### src/pif_pkg.sv
// Shared constants for the peripheral interrupt flag block
package pif_pkg;

    // ------------------------------------------------------------------
    // Register indices (byte address is four times the index)
    // ------------------------------------------------------------------
    localparam int AW = 5;
    localparam int DW = 8;
    localparam logic [AW-1:0] IDX_CORE_TSC = 5'h08;
    localparam logic [AW-1:0] IDX_SER_CTL = 5'h0A;
    localparam logic [AW-1:0] IDX_SER_STS = 5'h0B;
    localparam logic [AW-1:0] IDX_SER_DATA = 5'h0C;
    localparam logic [AW-1:0] IDX_PT_CTL = 5'h12;
    localparam logic [AW-1:0] IDX_PT_STS = 5'h13;
    localparam logic [AW-1:0] IDX_CAP_LOW = 5'h15;
    localparam logic [AW-1:0] IDX_CMP_LOW = 5'h17;
    localparam logic [AW-1:0] IDX_CNT_LOW = 5'h19;
    localparam logic [AW-1:0] IDX_ANA_CTL = 5'h1D;
    localparam logic [AW-1:0] IDX_ANA_STS = 5'h1E;

    // ------------------------------------------------------------------
    // Field positions
    // ------------------------------------------------------------------
    // core_timer_status_control
    localparam int CT_OVF_FLAG = 7;
    localparam int CT_PER_FLAG = 6;
    localparam int CT_OVF_EN = 5;
    localparam int CT_PER_EN = 4;
    localparam int CT_OVF_RST = 3;
    localparam int CT_PER_RST = 2;
    localparam logic [DW-1:0] CT_RW_MASK = 8'h33;
    // prog_timer_control / prog_timer_status
    localparam int PT_CAP_EN = 7;
    localparam int PT_CMP_EN = 6;
    localparam int PT_OVF_EN = 5;
    localparam int PT_EDGE = 1;
    localparam int PT_CAP_FLAG = 7;
    localparam int PT_CMP_FLAG = 6;
    localparam int PT_OVF_FLAG = 5;
    // serial_control / serial_status
    localparam int SC_DONE_EN = 7;
    localparam int SC_DONE_RST = 5;
    localparam logic [DW-1:0] SC_RW_MASK = 8'hDF;
    localparam int SS_DONE_FLAG = 7;
    // analog_control / analog_status
    localparam int AC_CMP_EN = 7;
    localparam int AC_TRIG_CAP = 6;
    localparam int AS_TWO_FLAG = 7;
    localparam int AS_ONE_FLAG = 6;
    localparam int AS_TWO_RST = 5;
    localparam int AS_ONE_RST = 4;

    // ------------------------------------------------------------------
    // Reset values
    // ------------------------------------------------------------------
    localparam logic [DW-1:0] CT_RST_VAL = 8'h03;
    localparam logic [DW-1:0] PT_CTL_RST_VAL = 8'h00;
    localparam logic [DW-1:0] SC_RST_VAL = 8'h00;
    localparam logic [DW-1:0] SD_RST_VAL = 8'h00;
    localparam logic [DW-1:0] AC_RST_VAL = 8'h00;

    // ------------------------------------------------------------------
    // Flag slots
    // ------------------------------------------------------------------
    localparam int NUM_FLAGS = 8;
    localparam int F_CORE_OVF = 0;
    localparam int F_PERIODIC = 1;
    localparam int F_CAPTURE = 2;
    localparam int F_COMPARE = 3;
    localparam int F_PT_OVF = 4;
    localparam int F_SERIAL = 5;
    localparam int F_CMP_ONE = 6;
    localparam int F_CMP_TWO = 7;

    // Bus handshake states
    typedef enum logic [1:0] {
        BUS_IDLE = 2'b01,
        BUS_ACK = 2'b10
    } pif_bus_e;

endpackage

### src/pif_bus.sv
// Avalon-MM waitrequest handshake with one wait state
`timescale 1ns/1ps
`default_nettype none
module pif_bus
    import pif_pkg::*;
(
    input wire logic clock,
    input wire logic sys_rst,
    input wire logic bus_read,
    input wire logic bus_write,
    output logic waitrequest,
    output logic sample,
    output logic done
);

    pif_bus_e state_r;
    pif_bus_e state_nxt;
    logic req;

    assign req = bus_read | bus_write;

    always_comb
    begin
        state_nxt = state_r;
        case (state_r)
            BUS_IDLE:
            begin
                if (req)
                    state_nxt = BUS_ACK;
            end
            BUS_ACK: state_nxt = BUS_IDLE;
            default: state_nxt = BUS_IDLE;
        endcase
    end

    always_ff @(posedge clock or posedge sys_rst)
    begin
        if (sys_rst)
            state_r <= BUS_IDLE;
        else
            state_r <= state_nxt;
    end

    // High while idle, so a new request always meets a wait state
    always_ff @(posedge clock or posedge sys_rst)
    begin
        if (sys_rst)
            waitrequest <= 1'b1;
        else
            waitrequest <= (state_nxt != BUS_ACK);
    end

    assign sample = req & (state_r == BUS_IDLE);
    assign done = req & (state_r == BUS_ACK);

endmodule // pif_bus
`default_nettype wire

### src/pif_flag.sv
// One sticky interrupt flag with direct and two-step clearing
`timescale 1ns/1ps
`default_nettype none
module pif_flag
(
    input wire logic clock,
    input wire logic sys_rst,
    input wire logic set_ev,
    input wire logic observe,
    input wire logic access,
    input wire logic direct_clr,
    output logic flag_r
);

    logic armed_r;
    logic clr;

    assign clr = direct_clr | (armed_r & access);

    // Set beats any clear in the same cycle
    always_ff @(posedge clock or posedge sys_rst)
    begin
        if (sys_rst)
            flag_r <= 1'b0;
        else
            flag_r <= set_ev | (flag_r & ~clr);
    end

    // Arms only on a status read that saw the flag set
    always_ff @(posedge clock or posedge sys_rst)
    begin
        if (sys_rst)
            armed_r <= 1'b0;
        else if (observe)
            armed_r <= 1'b1;
        else if (clr)
            armed_r <= 1'b0;
    end

endmodule // pif_flag
`default_nettype wire

### src/pif_top.sv
// Peripheral interrupt flags, enables and request to the processor core
//
// Decided for this implementation: the Avalon-MM register port.
`timescale 1ns/1ps
`default_nettype none
module pif_top
    import pif_pkg::*;
#(
    parameter int NUM_SRC = NUM_FLAGS
)
(
    input wire logic clock,
    input wire logic sys_rst,
    input wire logic power_on_rst,
    input wire logic [AW-1:0] avs_address,
    input wire logic avs_read,
    input wire logic avs_write,
    input wire logic [31:0] avs_writedata,
    input wire logic [3:0] avs_byteenable,
    output logic [31:0] avs_readdata,
    output logic avs_waitrequest,
    input wire logic cpu_irq_mask,
    input wire logic core_overflow_event,
    input wire logic periodic_event,
    input wire logic capture_event,
    input wire logic compare_event,
    input wire logic counter_overflow_event,
    input wire logic serial_done_event,
    input wire logic comparator_one_event,
    input wire logic comparator_two_event,
    input wire logic [DW-1:0] capture_value_low,
    input wire logic [DW-1:0] compare_value_low,
    input wire logic [DW-1:0] counter_low_byte,
    output logic irq_request,
    output logic [NUM_SRC-1:0] source_request,
    output logic capture_trigger,
    output logic [DW-1:0] core_timer_control,
    output logic [DW-1:0] prog_timer_control,
    output logic [DW-1:0] serial_control,
    output logic [DW-1:0] serial_shift_data,
    output logic [DW-1:0] analog_control
);

    // ------------------------------------------------------------------
    // Elaboration check
    // ------------------------------------------------------------------
    generate
        if (NUM_SRC != NUM_FLAGS)
        begin : g_bad_src
            $error("NUM_SRC must equal the number of flag slots");
        end
    endgenerate

    // ------------------------------------------------------------------
    // Helpers
    // ------------------------------------------------------------------
    function automatic logic hit(input logic [AW-1:0] addr, input logic [AW-1:0] idx);
        hit = (addr == idx);
    endfunction

    // ------------------------------------------------------------------
    // Declarations
    // ------------------------------------------------------------------
    logic bus_sample;
    logic bus_done;
    logic wr_done;
    logic rd_done;
    logic acc_done;
    logic [DW-1:0] wdata;
    logic [DW-1:0] rdata_r;
    logic [DW-1:0] rdata_nxt;
    logic [DW-1:0] core_ctl_r;
    logic [DW-1:0] pt_ctl_r;
    logic [DW-1:0] ser_ctl_r;
    logic [DW-1:0] ser_data_r;
    logic [DW-1:0] ana_ctl_r;
    logic [NUM_SRC-1:0] set_v;
    logic [NUM_SRC-1:0] obs_v;
    logic [NUM_SRC-1:0] acc_v;
    logic [NUM_SRC-1:0] clr_v;
    logic [NUM_SRC-1:0] flag_v;
    logic [NUM_SRC-1:0] en_v;
    logic [NUM_SRC-1:0] gated;
    logic cmp_two_trig;
    logic irq_request_r;
    logic [NUM_SRC-1:0] source_request_r;
    logic capture_trigger_r;

    // ------------------------------------------------------------------
    // Bus slave
    // ------------------------------------------------------------------
    pif_bus u_bus (
        .clock(clock),
        .sys_rst(sys_rst),
        .bus_read(avs_read),
        .bus_write(avs_write),
        .waitrequest(avs_waitrequest),
        .sample(bus_sample),
        .done(bus_done)
    );

    // Side effects land on the edge that ends the transfer, one cycle after the wait state
    assign wdata = avs_writedata[DW-1:0];
    assign wr_done = bus_done & avs_write & avs_byteenable[0];
    assign rd_done = bus_done & avs_read;
    assign acc_done = bus_done & (avs_read | avs_write);

    always_comb
    begin
        rdata_nxt = 8'h00;
        case (avs_address)
            IDX_CORE_TSC:
            begin
                rdata_nxt = core_ctl_r & CT_RW_MASK;
                rdata_nxt[CT_OVF_FLAG] = flag_v[F_CORE_OVF];
                rdata_nxt[CT_PER_FLAG] = flag_v[F_PERIODIC];
            end
            IDX_SER_CTL: rdata_nxt = ser_ctl_r & SC_RW_MASK;
            IDX_SER_STS: rdata_nxt[SS_DONE_FLAG] = flag_v[F_SERIAL];
            IDX_SER_DATA: rdata_nxt = ser_data_r;
            IDX_PT_CTL: rdata_nxt = pt_ctl_r;
            IDX_PT_STS:
            begin
                rdata_nxt[PT_CAP_FLAG] = flag_v[F_CAPTURE];
                rdata_nxt[PT_CMP_FLAG] = flag_v[F_COMPARE];
                rdata_nxt[PT_OVF_FLAG] = flag_v[F_PT_OVF];
            end
            IDX_CAP_LOW: rdata_nxt = capture_value_low;
            IDX_CMP_LOW: rdata_nxt = compare_value_low;
            IDX_CNT_LOW: rdata_nxt = counter_low_byte;
            IDX_ANA_CTL: rdata_nxt = ana_ctl_r;
            IDX_ANA_STS:
            begin
                rdata_nxt[AS_TWO_FLAG] = flag_v[F_CMP_TWO];
                rdata_nxt[AS_ONE_FLAG] = flag_v[F_CMP_ONE];
            end
            default: rdata_nxt = 8'h00;
        endcase
    end

    // Read data is frozen while the master waits, so status seen equals data taken
    always_ff @(posedge clock or posedge sys_rst)
    begin
        if (sys_rst)
            rdata_r <= 8'h00;
        else if (bus_sample & avs_read)
            rdata_r <= rdata_nxt;
    end

    assign avs_readdata = {24'h000000, rdata_r};

    // ------------------------------------------------------------------
    // Control registers
    // ------------------------------------------------------------------
    always_ff @(posedge clock or posedge sys_rst)
    begin
        if (sys_rst)
            core_ctl_r <= CT_RST_VAL;
        else if (wr_done & hit(avs_address, IDX_CORE_TSC))
            core_ctl_r <= wdata & CT_RW_MASK;
    end

    // Only power-on clears the timer enables and edge select
    always_ff @(posedge clock or posedge power_on_rst)
    begin
        if (power_on_rst)
            pt_ctl_r <= PT_CTL_RST_VAL;
        else if (wr_done & hit(avs_address, IDX_PT_CTL))
            pt_ctl_r <= wdata;
    end

    always_ff @(posedge clock or posedge sys_rst)
    begin
        if (sys_rst)
            ser_ctl_r <= SC_RST_VAL;
        else if (wr_done & hit(avs_address, IDX_SER_CTL))
            ser_ctl_r <= wdata & SC_RW_MASK;
    end

    // Data register survives a chip reset
    always_ff @(posedge clock or posedge power_on_rst)
    begin
        if (power_on_rst)
            ser_data_r <= SD_RST_VAL;
        else if (wr_done & hit(avs_address, IDX_SER_DATA))
            ser_data_r <= wdata;
    end

    always_ff @(posedge clock or posedge sys_rst)
    begin
        if (sys_rst)
            ana_ctl_r <= AC_RST_VAL;
        else if (wr_done & hit(avs_address, IDX_ANA_CTL))
            ana_ctl_r <= wdata;
    end

    // ------------------------------------------------------------------
    // Flag set, observe, access and direct clear terms
    // ------------------------------------------------------------------
    assign cmp_two_trig = comparator_two_event & ana_ctl_r[AC_TRIG_CAP];

    always_comb
    begin
        set_v = '0;
        set_v[F_CORE_OVF] = core_overflow_event;
        set_v[F_PERIODIC] = periodic_event;
        set_v[F_CAPTURE] = capture_event | cmp_two_trig;
        set_v[F_COMPARE] = compare_event;
        set_v[F_PT_OVF] = counter_overflow_event;
        set_v[F_SERIAL] = serial_done_event;
        set_v[F_CMP_ONE] = comparator_one_event;
        set_v[F_CMP_TWO] = comparator_two_event;
    end

    always_comb
    begin
        obs_v = '0;
        obs_v[F_CAPTURE] = rd_done & hit(avs_address, IDX_PT_STS) & rdata_r[PT_CAP_FLAG];
        obs_v[F_COMPARE] = rd_done & hit(avs_address, IDX_PT_STS) & rdata_r[PT_CMP_FLAG];
        obs_v[F_PT_OVF] = rd_done & hit(avs_address, IDX_PT_STS) & rdata_r[PT_OVF_FLAG];
        obs_v[F_SERIAL] = rd_done & hit(avs_address, IDX_SER_STS) & rdata_r[SS_DONE_FLAG];
    end

    always_comb
    begin
        acc_v = '0;
        acc_v[F_CAPTURE] = rd_done & hit(avs_address, IDX_CAP_LOW);
        acc_v[F_COMPARE] = acc_done & hit(avs_address, IDX_CMP_LOW);
        acc_v[F_PT_OVF] = acc_done & hit(avs_address, IDX_CNT_LOW);
        acc_v[F_SERIAL] = acc_done & hit(avs_address, IDX_SER_DATA);
    end

    always_comb
    begin
        clr_v = '0;
        clr_v[F_CORE_OVF] = wr_done & hit(avs_address, IDX_CORE_TSC)
            & wdata[CT_OVF_RST];
        clr_v[F_PERIODIC] = wr_done & hit(avs_address, IDX_CORE_TSC)
            & wdata[CT_PER_RST];
        clr_v[F_SERIAL] = wr_done & hit(avs_address, IDX_SER_CTL)
            & wdata[SC_DONE_RST];
        clr_v[F_CMP_ONE] = wr_done & hit(avs_address, IDX_ANA_STS)
            & wdata[AS_ONE_RST];
        clr_v[F_CMP_TWO] = wr_done & hit(avs_address, IDX_ANA_STS)
            & wdata[AS_TWO_RST];
    end

    // ------------------------------------------------------------------
    // Flags
    // ------------------------------------------------------------------
    // Timer flags also reset here: a chip reset clears them all
    genvar gi;
    generate
        for (gi = 0; gi < NUM_SRC; gi++)
        begin : g_flag
            pif_flag u_flag (
                .clock(clock),
                .sys_rst(sys_rst),
                .set_ev(set_v[gi]),
                .observe(obs_v[gi]),
                .access(acc_v[gi]),
                .direct_clr(clr_v[gi]),
                .flag_r(flag_v[gi])
            );
        end
    endgenerate

    // ------------------------------------------------------------------
    // Enables and gated requests
    // ------------------------------------------------------------------
    always_comb
    begin
        en_v = '0;
        en_v[F_CORE_OVF] = core_ctl_r[CT_OVF_EN];
        en_v[F_PERIODIC] = core_ctl_r[CT_PER_EN];
        en_v[F_CAPTURE] = pt_ctl_r[PT_CAP_EN];
        en_v[F_COMPARE] = pt_ctl_r[PT_CMP_EN];
        en_v[F_PT_OVF] = pt_ctl_r[PT_OVF_EN];
        en_v[F_SERIAL] = ser_ctl_r[SC_DONE_EN];
        en_v[F_CMP_ONE] = ana_ctl_r[AC_CMP_EN];
        en_v[F_CMP_TWO] = ana_ctl_r[AC_CMP_EN];
    end

    assign gated = flag_v & en_v;

    always_ff @(posedge clock or posedge sys_rst)
    begin
        if (sys_rst)
            source_request_r <= '0;
        else
            source_request_r <= gated;
    end

    // Level request; the core mask holds it off without touching flags
    always_ff @(posedge clock or posedge sys_rst)
    begin
        if (sys_rst)
            irq_request_r <= 1'b0;
        else
            irq_request_r <= (|gated) & ~cpu_irq_mask;
    end

    // Tells the timer to latch its counter into the capture value
    always_ff @(posedge clock or posedge sys_rst)
    begin
        if (sys_rst)
            capture_trigger_r <= 1'b0;
        else
            capture_trigger_r <= cmp_two_trig;
    end

    // ------------------------------------------------------------------
    // Outputs
    // ------------------------------------------------------------------
    assign irq_request = irq_request_r;
    assign source_request = source_request_r;
    assign capture_trigger = capture_trigger_r;
    assign core_timer_control = core_ctl_r;
    assign prog_timer_control = pt_ctl_r;
    assign serial_control = ser_ctl_r;
    assign serial_shift_data = ser_data_r;
    assign analog_control = ana_ctl_r;

endmodule // pif_top
`default_nettype wire

### config.mk
export PLATFORM = sky130hd
export DESIGN_NAME = pif_top
export DESIGN_NICKNAME = d
export VERILOG_FILES = /design/src/pif_pkg.sv /design/src/pif_bus.sv /design/src/pif_flag.sv /design/src/pif_top.sv
export SDC_FILE = /design/constraint.sdc
export NUM_CORES = 1
export LEC_CHECK = 0
export ABC_CLOCK_PERIOD_IN_PS = 1900
export BUFFER_PORTS_ARGS = -buffer_cell sky130_fd_sc_hd__buf_2
export CAP_MARGIN = 20
export CORE_ASPECT_RATIO = 0.6
export CORE_MARGIN = 4
export CORE_UTILIZATION = 40
export DETAILED_ROUTE_END_ITERATION = 10
export HOLD_SLACK_MARGIN = 0.08
export PLACE_DENSITY_LB_ADDON = 0.08
export SYNTH_ARGS = -nofsm -noshare
export SYNTH_HDL_FRONTEND = slang
export SYNTH_SLANG_ARGS = --single-unit
### constraint.sdc
create_clock -name clock -period 1.9 [get_ports clock]
set_input_delay 0.38 -clock clock [delete_from_list [all_inputs] [get_ports clock]]
set_output_delay 0.38 -clock clock [all_outputs]
set_load 0.03 [all_outputs]
* Yosys cells after proc, flatten, opt, wreduce, memory -nomap -nowiden *
Index checks and enable logic that the tools add are counted.
W data, S select, Z words.

storage, ports and cells
  register bits after elaboration = 68
  input bits = 79

cells by class
  equality and inequality tests = 14
  muxes and demuxes = 14
  bitwise operators = 63
  reductions and logical operators = 5

operators with widths
  kind                  count
  $and A1 B1 Y1         42
  $pmux W5 S8           1
  $eq A5 B5 Y1 const B  7
  $eq A5 B4 Y1 const B  4
  $or A1 B1 Y1          11
  $pmux W1 S11          1
  $pmux W1 S10          1
  $not A1 Y1            9
  $and A8 B8 Y8         1
  $mux W1               8
  $pmux W1 S8           1
  $reduce_bool A2 Y1    4
  $reduce_or A8 Y1      1
  $mux W2               2
  $eq A2 B1 Y1 const B  1
  $eq A2 B2 Y1 const B  1
  $ne A2 B2 Y1 const B  1

* Longest topological paths before layout *
  depth after elaboration = 10
  depth in mapped cells = 8

* Modules after synthesis *
From an unflattened synthesis, not the netlist that was laid out.

unflattened totals
  cells, all modules = 379
  area total of the unflattened synthesis = 3932.5 um2

by module, submodules not included
  module    instances  cells each  area each (um2)  seq. area each (um2)
  pif_top   1          305         3156.8           1328.8
  pif_flag  8          8           81.3             50.0
  pif_bus   1          10          125.1            77.6

* Worst setup path before layout *
No wires, ideal clock.

  kind = input to register
  start = in avs_address[0]
  end = reg pt_ctl_r[0] (netlist: prog_timer_control[0])
  library setup time = 0.125 ns
  arrival time = 1.635 ns
  data required time = 1.775 ns
  path slack = 0.140 ns
  stages = 6
  buffers on the path = 2
  cell sequence = buf_4 > nand3b_1 > nor3_2 > and2_1 > buf_4 > mux2_2

between the ends
  longest elaborated chain between the ends = 2

ends and longest elaborated chain
  what                    line            text
  start: declaration      pif_top.sv:15   input wire logic [AW-1:0] avs_address,
  $eq A5 B5 Y1            pif_top.sv:58   hit = (addr == idx);
  $and A1 B1 Y1           pif_top.sv:168  else if (wr_done & hit(avs_address, IDX_PT_CTL))
  end signal: assignment  pif_top.sv:169  pt_ctl_r <= wdata;
  end: declaration        pif_top.sv:73   logic [DW-1:0] pt_ctl_r;

Every way passes these cells.
A chain may end at the register's enable or synchronous reset.

* Worst setup path after layout *
  start = reg u_bus.state_r[0]
  end = reg rdata_r[5]

between the ends
  longest elaborated chain between the ends = 3

ends and longest elaborated chain
  what                      line            text
  start: declaration        pif_bus.sv:16   pif_bus_e state_r;
  start signal: assignment  pif_bus.sv:41   state_r <= state_nxt;
  $eq A2 B1 Y1              pif_bus.sv:53   assign sample = req & (state_r == BUS_IDLE);
  $and A1 B1 Y1             pif_bus.sv:53
  $and A1 B1 Y1             pif_top.sv:146  else if (bus_sample & avs_read)
  end signal: assignment    pif_top.sv:147  rdata_r <= rdata_nxt;
  end: declaration          pif_top.sv:70   logic [DW-1:0] rdata_r;

Every way passes these cells.

==> impl_metrics.csv <==
group,metric,value,unit
status,outcome,"completed",
synthesis,avgSynthCellArea,11.1,sq um
global_routing,grt_pass1_wl,17.1,mm
synthesis,ys_warn_count,0,
drt,dr.pass1.iters,4,
synthesis,synth-seq-cells,68,
final_layout,fin_area,0.00462,sq mm
setup_path,crit_path_max_incr_delay,0.52,ns
setup_path,worstPathArrival,1.96,ns
setup_path,worstPathRequired,2.12,ns
power,peakVddDrop,481,uV
floorplan,initial_utilization,0.415,
setup_path,r2r_end,"rdata_r[5]",
setup_path,end_kind,"flop",
final_layout,n_fill_cell,823,
drt,drt.antenna.violating_nets,0,
timing,final.period_utilization,0.920,
floorplan,rows,26,
synthesis,synthMostInstantiatedCell,"dfrtp_1",
clock_network,clockRootBuffer,"clkbuf_16",
clock_network,cts-resized-gates,0,
clock_network,path_clk_slew,0.05,ns
drt,post-route-drc-count,0,
setup_path,cpMaxStageDelayCell,"dfstp_2",
timing,fin_skew,0.00464,ns
clock_network,clock_latency,0.33,ns
synthesis,synth_top_area_frac,0.449,
clock_network,post_cts.repair.setup_buffers,0,
clock_network,cts_tree,"done",
setup_path,path_delay_family,"compound AO/OA/AOI/OAI gates",
floorplan,dieArea,0.0105,sq mm
synthesis,ys_types,52,
setup_path,cp_max_fo,4,
global_routing,grt_max_degree,34,
placement,gp_congestion,0.866,
timing,slew_viol_final,0,
timing,worst_slew_pin_slew,0.693,ns
synthesis,syn_area,0.00357,sq mm
setup_path,cp_num_buf_inv,1,
final_layout,antennaDiodeCount,0,
clock_network,cts_inserted_buffers,9,
final_layout,finalNetCount,537,
timing,hold_violations,0,
drt,vias,3018,
setup_path,reg2regPathDepth,6,
global_routing,grt.total_usage,0.222,
global_routing,grt_pass1_vias,3000,
drt,viasPerCell,5.25,
synthesis,yosysSeqAreaShare,0.478,
clock_network,clock-sinks,68,
setup_path,crit_path_start,"u_bus.state_r[0]",
placement,hpwlAfterDp,8.78,mm
timing,slew-limit-headroom,0.538,
final_layout,layout-drive-gt1-share,0.449,
setup_path,start_kind,"flop",
synthesis,synth_top_flop_cell,"dfrtp_1",
floorplan,coreArea,0.00859,sq mm
synthesis,synth_top_cell_by_area,"dfrtp_1",
synthesis,async_flop_share,1.00,
clock_network,cts_max_path_buffers,2,
synthesis,synth_edf_count,0,
placement,placed_cell_area,0.00434,sq mm
power,power.leakage,2.34,nW
synthesis,synth_commonest_cells,"dfrtp_1 (64), mux2_2 (38), buf_4 (35), nand2_1 (19), and2_1 (15)",
floorplan,pin_count,162,
global_routing,antenna_found_initial,0,
final_layout,area_growth,29.6,%
synthesis,yosys-top-cells-area,"dfrtp_1 (45%), mux2_2 (12%), buf_4 (7.4%), dfstp_2 (2.9%), and2_1 (2.6%)",
power,p_total,0.00421,W
setup_path,r2r_setup_slack,0.15,ns
setup_path,r2r_start,"u_bus.state_r[0]",
power,power.density,910,mW/mm^2
clock_network,cts_hold_buffers,1,
floorplan,die_w,130,um
drt,dr.first_iter.drc_count,143,
timing,hold-worst-slack,0.144,ns
setup_path,worstPathCellList,"nor2b_1, nand2_1, a21oi_1, o311ai_0, buf_4, o221a_2",
timing,finalCriticalPeriod,1.75,ns
setup_path,worstSetupPathType,"flop to flop",
worst_hold_path,min_path_type,"primary input to asynchronous set/reset pin",
drt,wirelength,11.2,mm
timing,fmax,572,MHz
drt,routedWlPerCell,19.4,um
global_routing,gr-total-overflow,0,
floorplan,die_h,81.2,um
timing,report.final.setup_viol,0,
final_layout,fin_util,0.538,
flow_run,cap_viol_max_count,0,
timing,rsz0062_at_grt,"false",
synthesis,synthCells,320,
clock_network,ctsHtreeMaxLevel,3,
placement,port-buffer-count,105,
[logic make-up after synthesis]
family / after synthesis / synth area share
DFF: 68 / 0.478
and+or+nand+nor: 91 / 0.149
AOI/OAI and AO/OA: 64 / 0.132
buffers and inverters: 49 / 0.0947
muxes: 47 / 0.145
other: 1 / 0.00105
[layer usage]
layer | vias up | GRT usage | share of wire
li1 | 1395 | - | -
met1 | 1492 | 0.330 | 0.48
met2 | 124 | 0.315 | 0.42
met3 | 7 | 0.0696 | 0.088
met4 | 0 | 0.0498 | 0.0066
met5 | - | 0 | 0
[sequential cells by signal, summed over array words and instances (netlist names), 7 cells and up]
register and cells:
g_flag.u_flag.flag_r 8, source_request 8, prog_timer_control 8, analog_control 8
serial_control 7, rdata_r 8, serial_shift_data 8
[how the worst max path moves through the flow]
stage,end,slack [ns],cells past startpoint
floorplan,prog_timer_control[0],0.14,6
global placement,rdata_r[5],-0.03,6
detailed placement,rdata_r[5],-0.06,6
CTS,rdata_r[5],0.16,6
global route,analog_control[6],0.07,6
finish,rdata_r[5],0.15,6
[cell type report]
class	count	area (sq um)	share of cell area
multi-input combinational	231	1630	0.352
sequential	68	1710	0.369
timing repair buffer	144	858	0.186
inverter	4	15.0	0.00325
clock buffer	14	264	0.0571
clock inverter	2	12.5	0.00271
tap	112	140	0.0303
[where the power goes]
group	internal [W]	leakage (nW)	switching, W
logic	0.000332	1.33	0.000630
clock network	0.000953	0.133	0.000591
registers	0.00160	0.882	0.0000981
total	0.00289	2.34	0.00132
[per-stage QoR]
| stage | worst slack, ns | setup TNS [ns] | instances |
|---|---|---|---|
| final | 0.152 | 0 | 575 |
| after CTS | 0.157 | 0 | 575 |
| after detailed placement | -0.0645 | -0.0645 | 558 |
| after global placement | -0.0278 | -0.0278 | 558 |
| after floorplan | 0.140 | 0 | 348 |
| after global routing | 0.0729 | 0 | 575 |
[cell usage in the layout (no fill, tap or decap), types with 3 or more instances in the layout]
cell type  instances
buf_2            105
dfrtp_1           64
mux2_2            38
buf_4             35
conb_1            29
nand2_1           19
and2_1            15
nor2_1            10
o21ai_0           10
a22oi_1           10
mux2i_1            9
nand3_1            9
clkbuf_16          9
and3_1             8
a21o_1             7
nor2b_1            6
a21oi_1            6
nor3_1             5
a31oi_1            5
a32o_1             5
a22o_1             4
dfstp_2            4
nand3b_1           3
nor3_2             3
inv_1              3
clkbuf_1           3
buf_12             3
Power figures use the tool's default switching activity.
